==> src/refmon_defs.svh <==
// Offsets, field positions, reset values and rate codes of the reference monitor register slice.
// Assumes an 8-bit register port addressed by byte offset.
`ifndef REFMON_DEFS_SVH
`define REFMON_DEFS_SVH
`define MON_MASK_LOW_ADDR 8'h0c
`define MON_MASK_HIGH_ADDR 8'h0d
`define RATE_LOW_ADDR 8'h10
`define RATE_HIGH_ADDR 8'h11
`define MON_MASK_RESET 8'hff
`define MON_GATE_RESET 4'hf
`define REF_MASK_RESET 3'h0
`define RATE_UNKNOWN 4'hf
`define RATE_LAST_VALID 4'ha
`define MON_SINGLE_BIT 0
`define MON_COARSE_BIT 1
`define MON_SOAK_BIT 2
`define MON_PRECISE_BIT 3
`endif

==> src/refmon_pkg.sv <==
// Types shared by the reference monitor register slice.
// Assumes refmon_defs.svh is compiled alongside.
package refmon_pkg;
  typedef struct packed {
    logic precise;
    logic soak;
    logic coarse;
    logic single;
  } mon_fail_t;
  typedef struct packed {
    logic       wr;
    logic       rd;
    logic [7:0] addr;
    logic [7:0] wdata;
  } reg_req_t;
endpackage

==> src/rate_code_hold.sv <==
// One reference's detected-rate field holder.
// Assumes the detector presents a code with a one-cycle valid strobe.
`timescale 1ns/1ns
`include "refmon_defs.svh"
module rate_code_hold (
  input wire logic sys_clk,
  input wire logic rst,
  input wire logic rate_valid,
  input wire logic [3:0] rate_in,
  input wire logic rate_lost,
  output logic [3:0] rate_code_q
);
  // Unassigned codes are dropped so the field never shows them
  always_ff @(posedge sys_clk or posedge rst) begin
    if (rst) begin
      rate_code_q <= `RATE_UNKNOWN;
    end else if (rate_lost) begin
      rate_code_q <= `RATE_UNKNOWN;
    end else if (rate_valid && rate_in <= `RATE_LAST_VALID) begin
      rate_code_q <= rate_in;
    end
  end

  a_no_unassigned: assert property (@(posedge sys_clk) disable iff (rst)
    (rate_code_q <= `RATE_LAST_VALID) || (rate_code_q == `RATE_UNKNOWN))
    else $error("unassigned rate code reported");
  a_lost_unknown: assert property (@(posedge sys_clk) disable iff (rst)
    rate_lost |=> rate_code_q == `RATE_UNKNOWN)
    else $error("rate field not unknown after loss");
endmodule

==> src/ref_monitor_mask_and_freq_detect.sv <==
// Reference monitor interrupt masks and detected-rate status registers.
// Assumes a synchronous 8-bit register port and monitors that pulse fail events.
// The reset-to-zero reference mask and the rate detectors sit outside and arrive as ports.
// Function
// - Second input mask at 0x0c bits 7:4
// - Third input mask at 0x0d bits 3:0
// - Mask bit 0 gates single-cycle failure
// - Mask bit 1 gates coarse-frequency failure
// - Mask bit 2 gates guard-soak failure
// - Mask bit 3 gates precise-frequency failure
// - Masks reset to all ones, read/write
// - 0x10 bits 3:0 first input rate
// - 0x10 bits 7:4 second input rate
// - 0x11 bits 3:0 third rate, rest reserved
// - Undetected rate reads all ones
// - Four sticky fail flags per input
// - Per-input reference mask resets to zero
`timescale 1ns/1ns
`include "refmon_defs.svh"
module ref_monitor_mask_and_freq_detect (
  input wire logic sys_clk,
  input wire logic rst,
  input wire refmon_pkg::reg_req_t reg_req,
  output logic [7:0] reg_rdata_q,
  input wire refmon_pkg::mon_fail_t [2:0] mon_fail_evt,
  input wire logic [2:0] fail_clear,
  input wire logic [2:0] ref_fail_mask,
  input wire logic [2:0] rate_valid,
  input wire logic [11:0] rate_in,
  input wire logic [2:0] rate_lost,
  output logic [3:0] first_input_monitor_gate_q,
  output refmon_pkg::mon_fail_t [2:0] fail_flags_q,
  output logic ref_fail_irq_q
);
  logic [3:0] second_input_monitor_gate_q;
  logic [3:0] third_input_monitor_gate_q;
  logic [3:0] rate_code [2:0];
  logic [3:0] gate [2:0];
  logic [2:0] ref_pending;
  logic irq_d;

  // Write strobe decode shared by both mask registers
  function automatic logic wr_hit(input refmon_pkg::reg_req_t req, input logic [7:0] addr);
    return req.wr && (req.addr == addr);
  endfunction

  ////////////////////////////////////////////////////////////////////////
  // Mask registers; first input's field lives outside this slice but the
  // low nibble of 0x0c is kept here so the byte reads back whole.
  always_ff @(posedge sys_clk or posedge rst) begin
    if (rst) begin
      first_input_monitor_gate_q <= `MON_GATE_RESET;
      second_input_monitor_gate_q <= `MON_GATE_RESET;
    end else if (wr_hit(reg_req, `MON_MASK_LOW_ADDR)) begin
      first_input_monitor_gate_q <= reg_req.wdata[3:0];
      second_input_monitor_gate_q <= reg_req.wdata[7:4];
    end
  end

  always_ff @(posedge sys_clk or posedge rst) begin
    if (rst) begin
      third_input_monitor_gate_q <= `MON_GATE_RESET;
    end else if (wr_hit(reg_req, `MON_MASK_HIGH_ADDR)) begin
      third_input_monitor_gate_q <= reg_req.wdata[3:0];
    end
  end

  ////////////////////////////////////////////////////////////////////////
  // Sticky fail flags; a new event beats a clear in the same cycle
  // so a failure landing on the clear cycle is never lost.
  genvar g;
  generate
    for (g = 0; g < 3; g++) begin : gen_ref
      always_ff @(posedge sys_clk or posedge rst) begin
        if (rst) begin
          fail_flags_q[g] <= '0;
        end else if (fail_clear[g]) begin
          fail_flags_q[g] <= mon_fail_evt[g];
        end else begin
          fail_flags_q[g] <= fail_flags_q[g] | mon_fail_evt[g];
        end
      end

      rate_code_hold u_rate (
        .sys_clk(sys_clk),
        .rst(rst),
        .rate_valid(rate_valid[g]),
        .rate_in(rate_in[g*4 +: 4]),
        .rate_lost(rate_lost[g]),
        .rate_code_q(rate_code[g])
      );

      assign ref_pending[g] = ref_fail_mask[g] && (fail_flags_q[g] & gate[g]) != 4'h0;

      a_flags_keep: assert property (@(posedge sys_clk) disable iff (rst)
        !fail_clear[g] |=> (fail_flags_q[g] & $past(fail_flags_q[g])) == $past(fail_flags_q[g]))
        else $error("sticky fail flag dropped without clear");
    end
  endgenerate

  // First input's gate is a local copy; the other two are this slice's fields
  assign gate[0] = first_input_monitor_gate_q;
  assign gate[1] = second_input_monitor_gate_q;
  assign gate[2] = third_input_monitor_gate_q;

  ////////////////////////////////////////////////////////////////////////
  // Interrupt: bit k of a gate enables flag field k (single, coarse, soak, precise)
  // One cycle of lag is traded for a pin driven straight from a flop
  assign irq_d = |ref_pending;

  always_ff @(posedge sys_clk or posedge rst) begin
    if (rst) begin
      ref_fail_irq_q <= 1'b0;
    end else begin
      ref_fail_irq_q <= irq_d;
    end
  end

  ////////////////////////////////////////////////////////////////////////
  // Read data, registered; writes to the rate registers fall through with no effect
  // Unmapped offsets and the reserved nibbles read as zero
  always_ff @(posedge sys_clk or posedge rst) begin
    if (rst) begin
      reg_rdata_q <= 8'h00;
    end else if (reg_req.rd) begin
      case (reg_req.addr)
        `MON_MASK_LOW_ADDR: reg_rdata_q <= {second_input_monitor_gate_q, first_input_monitor_gate_q};
        `MON_MASK_HIGH_ADDR: reg_rdata_q <= {4'h0, third_input_monitor_gate_q};
        `RATE_LOW_ADDR: reg_rdata_q <= {rate_code[1], rate_code[0]};
        `RATE_HIGH_ADDR: reg_rdata_q <= {4'h0, rate_code[2]};
        default: reg_rdata_q <= 8'h00;
      endcase
    end
  end

  ////////////////////////////////////////////////////////////////////////
  // Gating checks: each pins a single flag so no other source can raise
  // or hide the interrupt while it is looked at.
  a_single_gate: assert property (@(posedge sys_clk) disable iff (rst)
    (fail_flags_q == 12'h001 && ref_fail_mask[0] && first_input_monitor_gate_q[`MON_SINGLE_BIT])
    |=> ref_fail_irq_q)
    else $error("single-cycle failure did not interrupt");
  a_single_block: assert property (@(posedge sys_clk) disable iff (rst)
    (fail_flags_q == 12'h100 && !third_input_monitor_gate_q[`MON_SINGLE_BIT]) |=> !ref_fail_irq_q)
    else $error("masked single-cycle failure interrupted");
  a_coarse_gate: assert property (@(posedge sys_clk) disable iff (rst)
    (fail_flags_q == 12'h020 && ref_fail_mask[1] && second_input_monitor_gate_q[`MON_COARSE_BIT])
    |=> ref_fail_irq_q)
    else $error("coarse failure did not interrupt");
  a_coarse_block: assert property (@(posedge sys_clk) disable iff (rst)
    (fail_flags_q == 12'h020 && !second_input_monitor_gate_q[`MON_COARSE_BIT]) |=> !ref_fail_irq_q)
    else $error("masked coarse failure interrupted");
  a_soak_gate: assert property (@(posedge sys_clk) disable iff (rst)
    (fail_flags_q == 12'h400 && ref_fail_mask[2] && third_input_monitor_gate_q[`MON_SOAK_BIT])
    |=> ref_fail_irq_q)
    else $error("soak failure did not interrupt");
  a_soak_block: assert property (@(posedge sys_clk) disable iff (rst)
    (fail_flags_q == 12'h400 && !third_input_monitor_gate_q[`MON_SOAK_BIT]) |=> !ref_fail_irq_q)
    else $error("masked soak failure interrupted");
  a_precise_gate: assert property (@(posedge sys_clk) disable iff (rst)
    (fail_flags_q == 12'h800 && ref_fail_mask[2] && third_input_monitor_gate_q[`MON_PRECISE_BIT])
    |=> ref_fail_irq_q)
    else $error("precise failure did not interrupt");
  a_precise_block: assert property (@(posedge sys_clk) disable iff (rst)
    (fail_flags_q == 12'h080 && !second_input_monitor_gate_q[`MON_PRECISE_BIT]) |=> !ref_fail_irq_q)
    else $error("masked precise failure interrupted");

  ////////////////////////////////////////////////////////////////////////
  // Reference mask and sticky flag checks
  a_ref_mask_block: assert property (@(posedge sys_clk) disable iff (rst)
    (ref_fail_mask == 3'h0) |=> !ref_fail_irq_q)
    else $error("reference mask did not block");
  a_irq_needs_flag: assert property (@(posedge sys_clk) disable iff (rst)
    (fail_flags_q == 12'h000) |=> !ref_fail_irq_q)
    else $error("interrupt without any fail flag");
  a_flag_sticky: assert property (@(posedge sys_clk) disable iff (rst)
    (fail_flags_q[1].precise && !fail_clear[1]) |=> fail_flags_q[1].precise)
    else $error("fail flag lost without clear");
  a_event_wins: assert property (@(posedge sys_clk) disable iff (rst)
    (mon_fail_evt[1].single && fail_clear[1]) |=> fail_flags_q[1].single)
    else $error("event lost to a clear in the same cycle");
  a_clear_drops: assert property (@(posedge sys_clk) disable iff (rst)
    (fail_clear[0] && mon_fail_evt[0] == 4'h0) |=> fail_flags_q[0] == 4'h0)
    else $error("fail flags not cleared");

  ////////////////////////////////////////////////////////////////////////
  // Register port checks; a read in the cycle of a write sees the old value,
  // so the readback checks leave that case out.
  a_mask_low_write: assert property (@(posedge sys_clk) disable iff (rst)
    (reg_req.wr && reg_req.addr == `MON_MASK_LOW_ADDR)
    |=> {second_input_monitor_gate_q, first_input_monitor_gate_q} == $past(reg_req.wdata))
    else $error("low mask write not stored");
  a_mask_write: assert property (@(posedge sys_clk) disable iff (rst)
    (reg_req.wr && reg_req.addr == `MON_MASK_HIGH_ADDR)
    |=> third_input_monitor_gate_q == $past(reg_req.wdata[3:0]))
    else $error("third mask write not stored");
  a_ro_write_ignored: assert property (@(posedge sys_clk) disable iff (rst)
    (reg_req.wr && (reg_req.addr == `RATE_LOW_ADDR || reg_req.addr == `RATE_HIGH_ADDR))
    |=> $stable(second_input_monitor_gate_q) && $stable(third_input_monitor_gate_q))
    else $error("write to a rate register changed a mask");
  a_mask_readback: assert property (@(posedge sys_clk) disable iff (rst)
    (reg_req.rd && reg_req.addr == `MON_MASK_LOW_ADDR && !reg_req.wr)
    |=> reg_rdata_q[7:4] == second_input_monitor_gate_q)
    else $error("second mask readback wrong");
  a_mask_high_read: assert property (@(posedge sys_clk) disable iff (rst)
    (reg_req.rd && reg_req.addr == `MON_MASK_HIGH_ADDR) |=> reg_rdata_q[7:4] == 4'h0)
    else $error("reserved mask bits not zero");
  a_rate_read: assert property (@(posedge sys_clk) disable iff (rst)
    reg_req.rd && reg_req.addr == `RATE_HIGH_ADDR |=> reg_rdata_q[7:4] == 4'h0)
    else $error("reserved rate bits not zero");
  a_rate_pairing: assert property (@(posedge sys_clk) disable iff (rst)
    (reg_req.rd && reg_req.addr == `RATE_LOW_ADDR)
    |=> reg_rdata_q == {$past(rate_code[1]), $past(rate_code[0])})
    else $error("rate fields paired wrongly");
  a_unmapped_zero: assert property (@(posedge sys_clk) disable iff (rst)
    (reg_req.rd && reg_req.addr != `MON_MASK_LOW_ADDR && reg_req.addr != `MON_MASK_HIGH_ADDR
      && reg_req.addr != `RATE_LOW_ADDR && reg_req.addr != `RATE_HIGH_ADDR) |=> reg_rdata_q == 8'h00)
    else $error("unmapped read not zero");
  a_rdata_holds: assert property (@(posedge sys_clk) disable iff (rst)
    !reg_req.rd |=> $stable(reg_rdata_q))
    else $error("read data changed without a read");
endmodule

==> config.mk <==
export PLATFORM = sky130hd
export DESIGN_NAME = ref_monitor_mask_and_freq_detect
export DESIGN_NICKNAME = d
export VERILOG_FILES = /design/src/refmon_pkg.sv /design/src/rate_code_hold.sv /design/src/ref_monitor_mask_and_freq_detect.sv
export VERILOG_INCLUDE_DIRS = /design/src
export SDC_FILE = /design/constraint.sdc
export NUM_CORES = 1
export LEC_CHECK = 0
export ABC_AREA = 1
export BUFFER_PORTS_ARGS = -buffer_cell sky130_fd_sc_hd__buf_2
export CORE_MARGIN = 2
export CORE_UTILIZATION = 30
export DETAILED_ROUTE_END_ITERATION = 6
export GPL_ROUTABILITY_DRIVEN = 0
export HOLD_SLACK_MARGIN = 0.06
export PLACE_DENSITY = 0.6
export SYNTH_ARGS = -nofsm -noshare
export SYNTH_HDL_FRONTEND = slang
export SYNTH_SLANG_ARGS = --single-unit
==> constraint.sdc <==
create_clock -name sys_clk -period 1.46 [get_ports sys_clk]
set_clock_uncertainty 0.15 [all_clocks]
set_input_delay 0 -clock sys_clk [delete_from_list [all_inputs] [get_ports sys_clk]]
set_output_delay 0 -clock sys_clk [all_outputs]
set_load 0.01 [all_outputs]
==> results.py <==
metrics = {
    "run_status": {
        "outcome": "finished with violations",
        "violations": "hold timing",
    },
    "timing": {
        "tightestPinTransition_ns": 0.3764,
        "fin_tns_setup_ns": 0,
        "period_share": 0.9722,
        "period_needed_ns": 1.419,
        "finalSetupViolations": 0,
        "finalHoldWorstSlack_ns": -0.08432,
        "max_freq_mhz": 704.5,
        "rsz0062_at_grt": "no",
        "max-slew-margin-rel": 0.7487,
        "slew_viol_final": 0,
        "hold_violations": 7,
    },
    "logic_synthesis": {
        "yosysWarnings": 0,
        "yosysSeqAreaShare": 0.5265,
        "synth_fa_ha_area_frac": 0,
        "synth_cell_types": 22,
        "syn-num-nets": 313,
        "avgSynthCellArea_um2": 8.544,
        "synth_cells": 257,
        "ys_seq_elements": 45,
        "yosysTopAreaCellShare": 0.2872,
        "synth_xor_area_frac": 0,
        "synth_top_family_by_area": "simple AND/OR/NAND/NOR gates",
        "synth_compound_gate_area_share": 0.1538,
        "synthTopCellsByArea": "dfstp_2 29%, dfrtp_1 24%, nand2_1 11%",
        "syn-cell-area_mm2": 0.002196,
        "muxShareOfSynthArea": 0,
        "synth_simple_gate_area_frac": 0.2336,
        "synth_top_area_cell": "dfstp_2",
    },
    "floorplanning": {
        "core_mm2": 0.007176,
        "rows": 31,
        "floorplan.initialDensity": 0.3060,
        "dieHeight_um": 89.56,
        "die_x_um": 89.56,
        "io_pins": 81,
        "dieArea_mm2": 0.008020,
    },
    "critical_path": {
        "r2r_cells": 3,
        "worstPathRequired_ns": 1.55,
        "critPathMaxFanout": 3,
        "r2r-start": "second_input_monitor_gate_q[1]",
        "r2r-end": "second_input_monitor_gate_q[1]",
        "endpoint": "second_input_monitor_gate_q[1]",
        "r2r_slack_ns": 0.04,
        "cp.arrival_ns": 1.51,
        "startpoint_type": "flip-flop",
        "cp-startpoint": "second_input_monitor_gate_q[1]",
        "critPathKind": "flip-flop to flip-flop",
        "cp-end-kind": "flip-flop",
    },
    "placement": {
        "dp_hpwl_um": 4192,
        "place_inst": 433,
        "placement.io_buffers": 80,
    },
    "detailed_routing": {
        "drt_wl_total_um": 5867,
        "routedWlPerCell_um": 11.64,
        "drt_iter0_markers": 49,
        "antenna_left": 0,
        "vias": 2167,
        "viasPerCell": 4.300,
        "remaining_drc_errors": 0,
        "dr.pass1.iters": 4,
    },
    "cts": {
        "cts_num_sinks": 45,
        "clkSlewWorstSetupHoldPaths_ns": 0.08,
        "clock_latency_ns": 0.29,
        "root_buffer": "clkbuf_8",
        "cts_tree": "built",
        "htree_levels": 2,
        "holdBufCountCts": 62,
        "clockBufferDepth": 2,
        "cts_buffers": 5,
    },
    "min_path": {
        "hp-class": "input port to flip-flop",
    },
    "global_routing": {
        "grt_pass1_wl_um": 9756,
        "first_global_vias": 2238,
        "grt_max_degree": 30,
        "track_usage": 0.1591,
        "antenna_found_initial": 0,
        "gr-total-overflow": 0,
    },
    "layout": {
        "fillers": 707,
        "syn2layout_area_growth_pct": 57.32,
        "fin_nets": 461,
        "multi_input_area_um2": 859.6,
        "drive_above_1_share": 0.3358,
        "diodes": 0,
        "seq_area_mm2": 0.001156,
        "layout.cells.non_filler": 504,
    },
    "power_and_ir_drop": {
        "leakage_nw": 1.826,
        "ir_worst_vdd_uv": 484.8,
        "powerDensity_mw_per_mm2": 808.5,
    },
    "job": {
        "maxCapViolCount": 0,
    },
}
-- per-layer routing --
metal  vias up  part of all wire  GRT usage
li1       1117                 -          -
met1       973              0.45     0.1979
met2        65              0.48     0.2767
met3        12             0.051    0.03324
met4         0             0.017    0.04749
met5         -                 0          0
-- synthesized netlist by cell type --
cell	n
a21oi_2	6
a22o_1	1
and2_4	1
and3_2	1
buf_2	1
buf_6	2
clkbuf_1	1
dfrtp_1	21
dfstp_2	24
inv_1	40
inv_2	2
nand2_1	66
nand2_2	2
nand2_4	2
nand3_1	27
nor2_1	6
nor2_2	4
nor2_4	1
nor2_8	1
o21ai_0	31
o21bai_1	12
o22ai_1	5
-- flip-flops by register name, indices dropped and copies added, names as in the netlist --
signal / cells
fail_flags_q: 12
first_input_monitor_gate_q: 4
gen_ref.u_rate.rate_code_q: 12
ref_fail_irq_q: 1
reg_rdata_q: 8
second_input_monitor_gate_q: 4
third_input_monitor_gate_q: 4
-- stage by stage --
step	util	instance area [um2]	power [mW]	setup WS, ns
floorplan	-	2196	1.601	0.2903
global placement	0.3775	2709	1.775	0.2713
detailed placement	0.3775	2709	1.781	0.2613
CTS	0.4785	3433	2.819	0.01561
global route	0.4814	3455	2.957	0.003338
finish	0.4814	3455	2.793	0.04060
-- critical path: stages, from the launching register on --
cell	delay (ns)
dfstp_2	0.55
nand2_1	0.05
dlygate4sd3_1	0.56
nand2_1	0.06
-- timing repair --
| item | 4_1_cts | 5_1_grt |
|---|---|---|
| endpoints found under the setup margin | 0 | 4 |
| endpoints found under the hold margin | 74 | 7 |
| setup buffers | 0 | 3 |
| resized for setup | 0 | 1 |
-- cells in the final DEF, fill, tap and decap left out, drive strengths merged, types with 12 or more instances in the layout --
master and n:
buf 84, dfrtp 21, dfstp 24, dlygate4sd3 61, inv 42, nand2 70, nand3 27, nor2 12
o21ai 31, o21bai 12
-- kinds of logic (layout without fill, tap and decap cells) --
kind of cell	after synthesis	in the layout
buf+inv	46	194
flops	45	45
compound gates	55	55
simple gates	111	111
-- power breakdown --
group          internal [mW]  switching, mW  total [mW]
registers               1.36         0.0445        1.41
logic                  0.252          0.223       0.475
clock network          0.498          0.413       0.911
-- final cells by class --
cell class                      count  area share
Inverter                           42     0.04564
Clock inverter                      2     0.01014
Timing Repair Buffer              145      0.3050
Sequential cell                    45      0.3347
Tap cell                           99     0.03586
Clock buffer                        5     0.01992
Multi-Input combinational cell    166      0.2488
-- worst min-delay path by stage --
stage / endpoint / depth (start not counted) / slack (ns) / startpoint
3_5_place_dp: reg_rdata_q[4] / 2 / -0.14 / rst
5_1_grt: first_input_monitor_gate_q[1] / 3 / -0.08 / reg_req[17]
2_1_floorplan: fail_flags_q[4] / 1 / -0.05 / fail_clear[1]
6_report: first_input_monitor_gate_q[0] / 3 / -0.08 / reg_req[17]
3_3_place_gp: reg_rdata_q[4] / 2 / -0.15 / rst
4_1_cts: first_input_monitor_gate_q[1] / 3 / -0.05 / reg_req[17]
No activity file was read; power rests on OpenSTA's default activity.
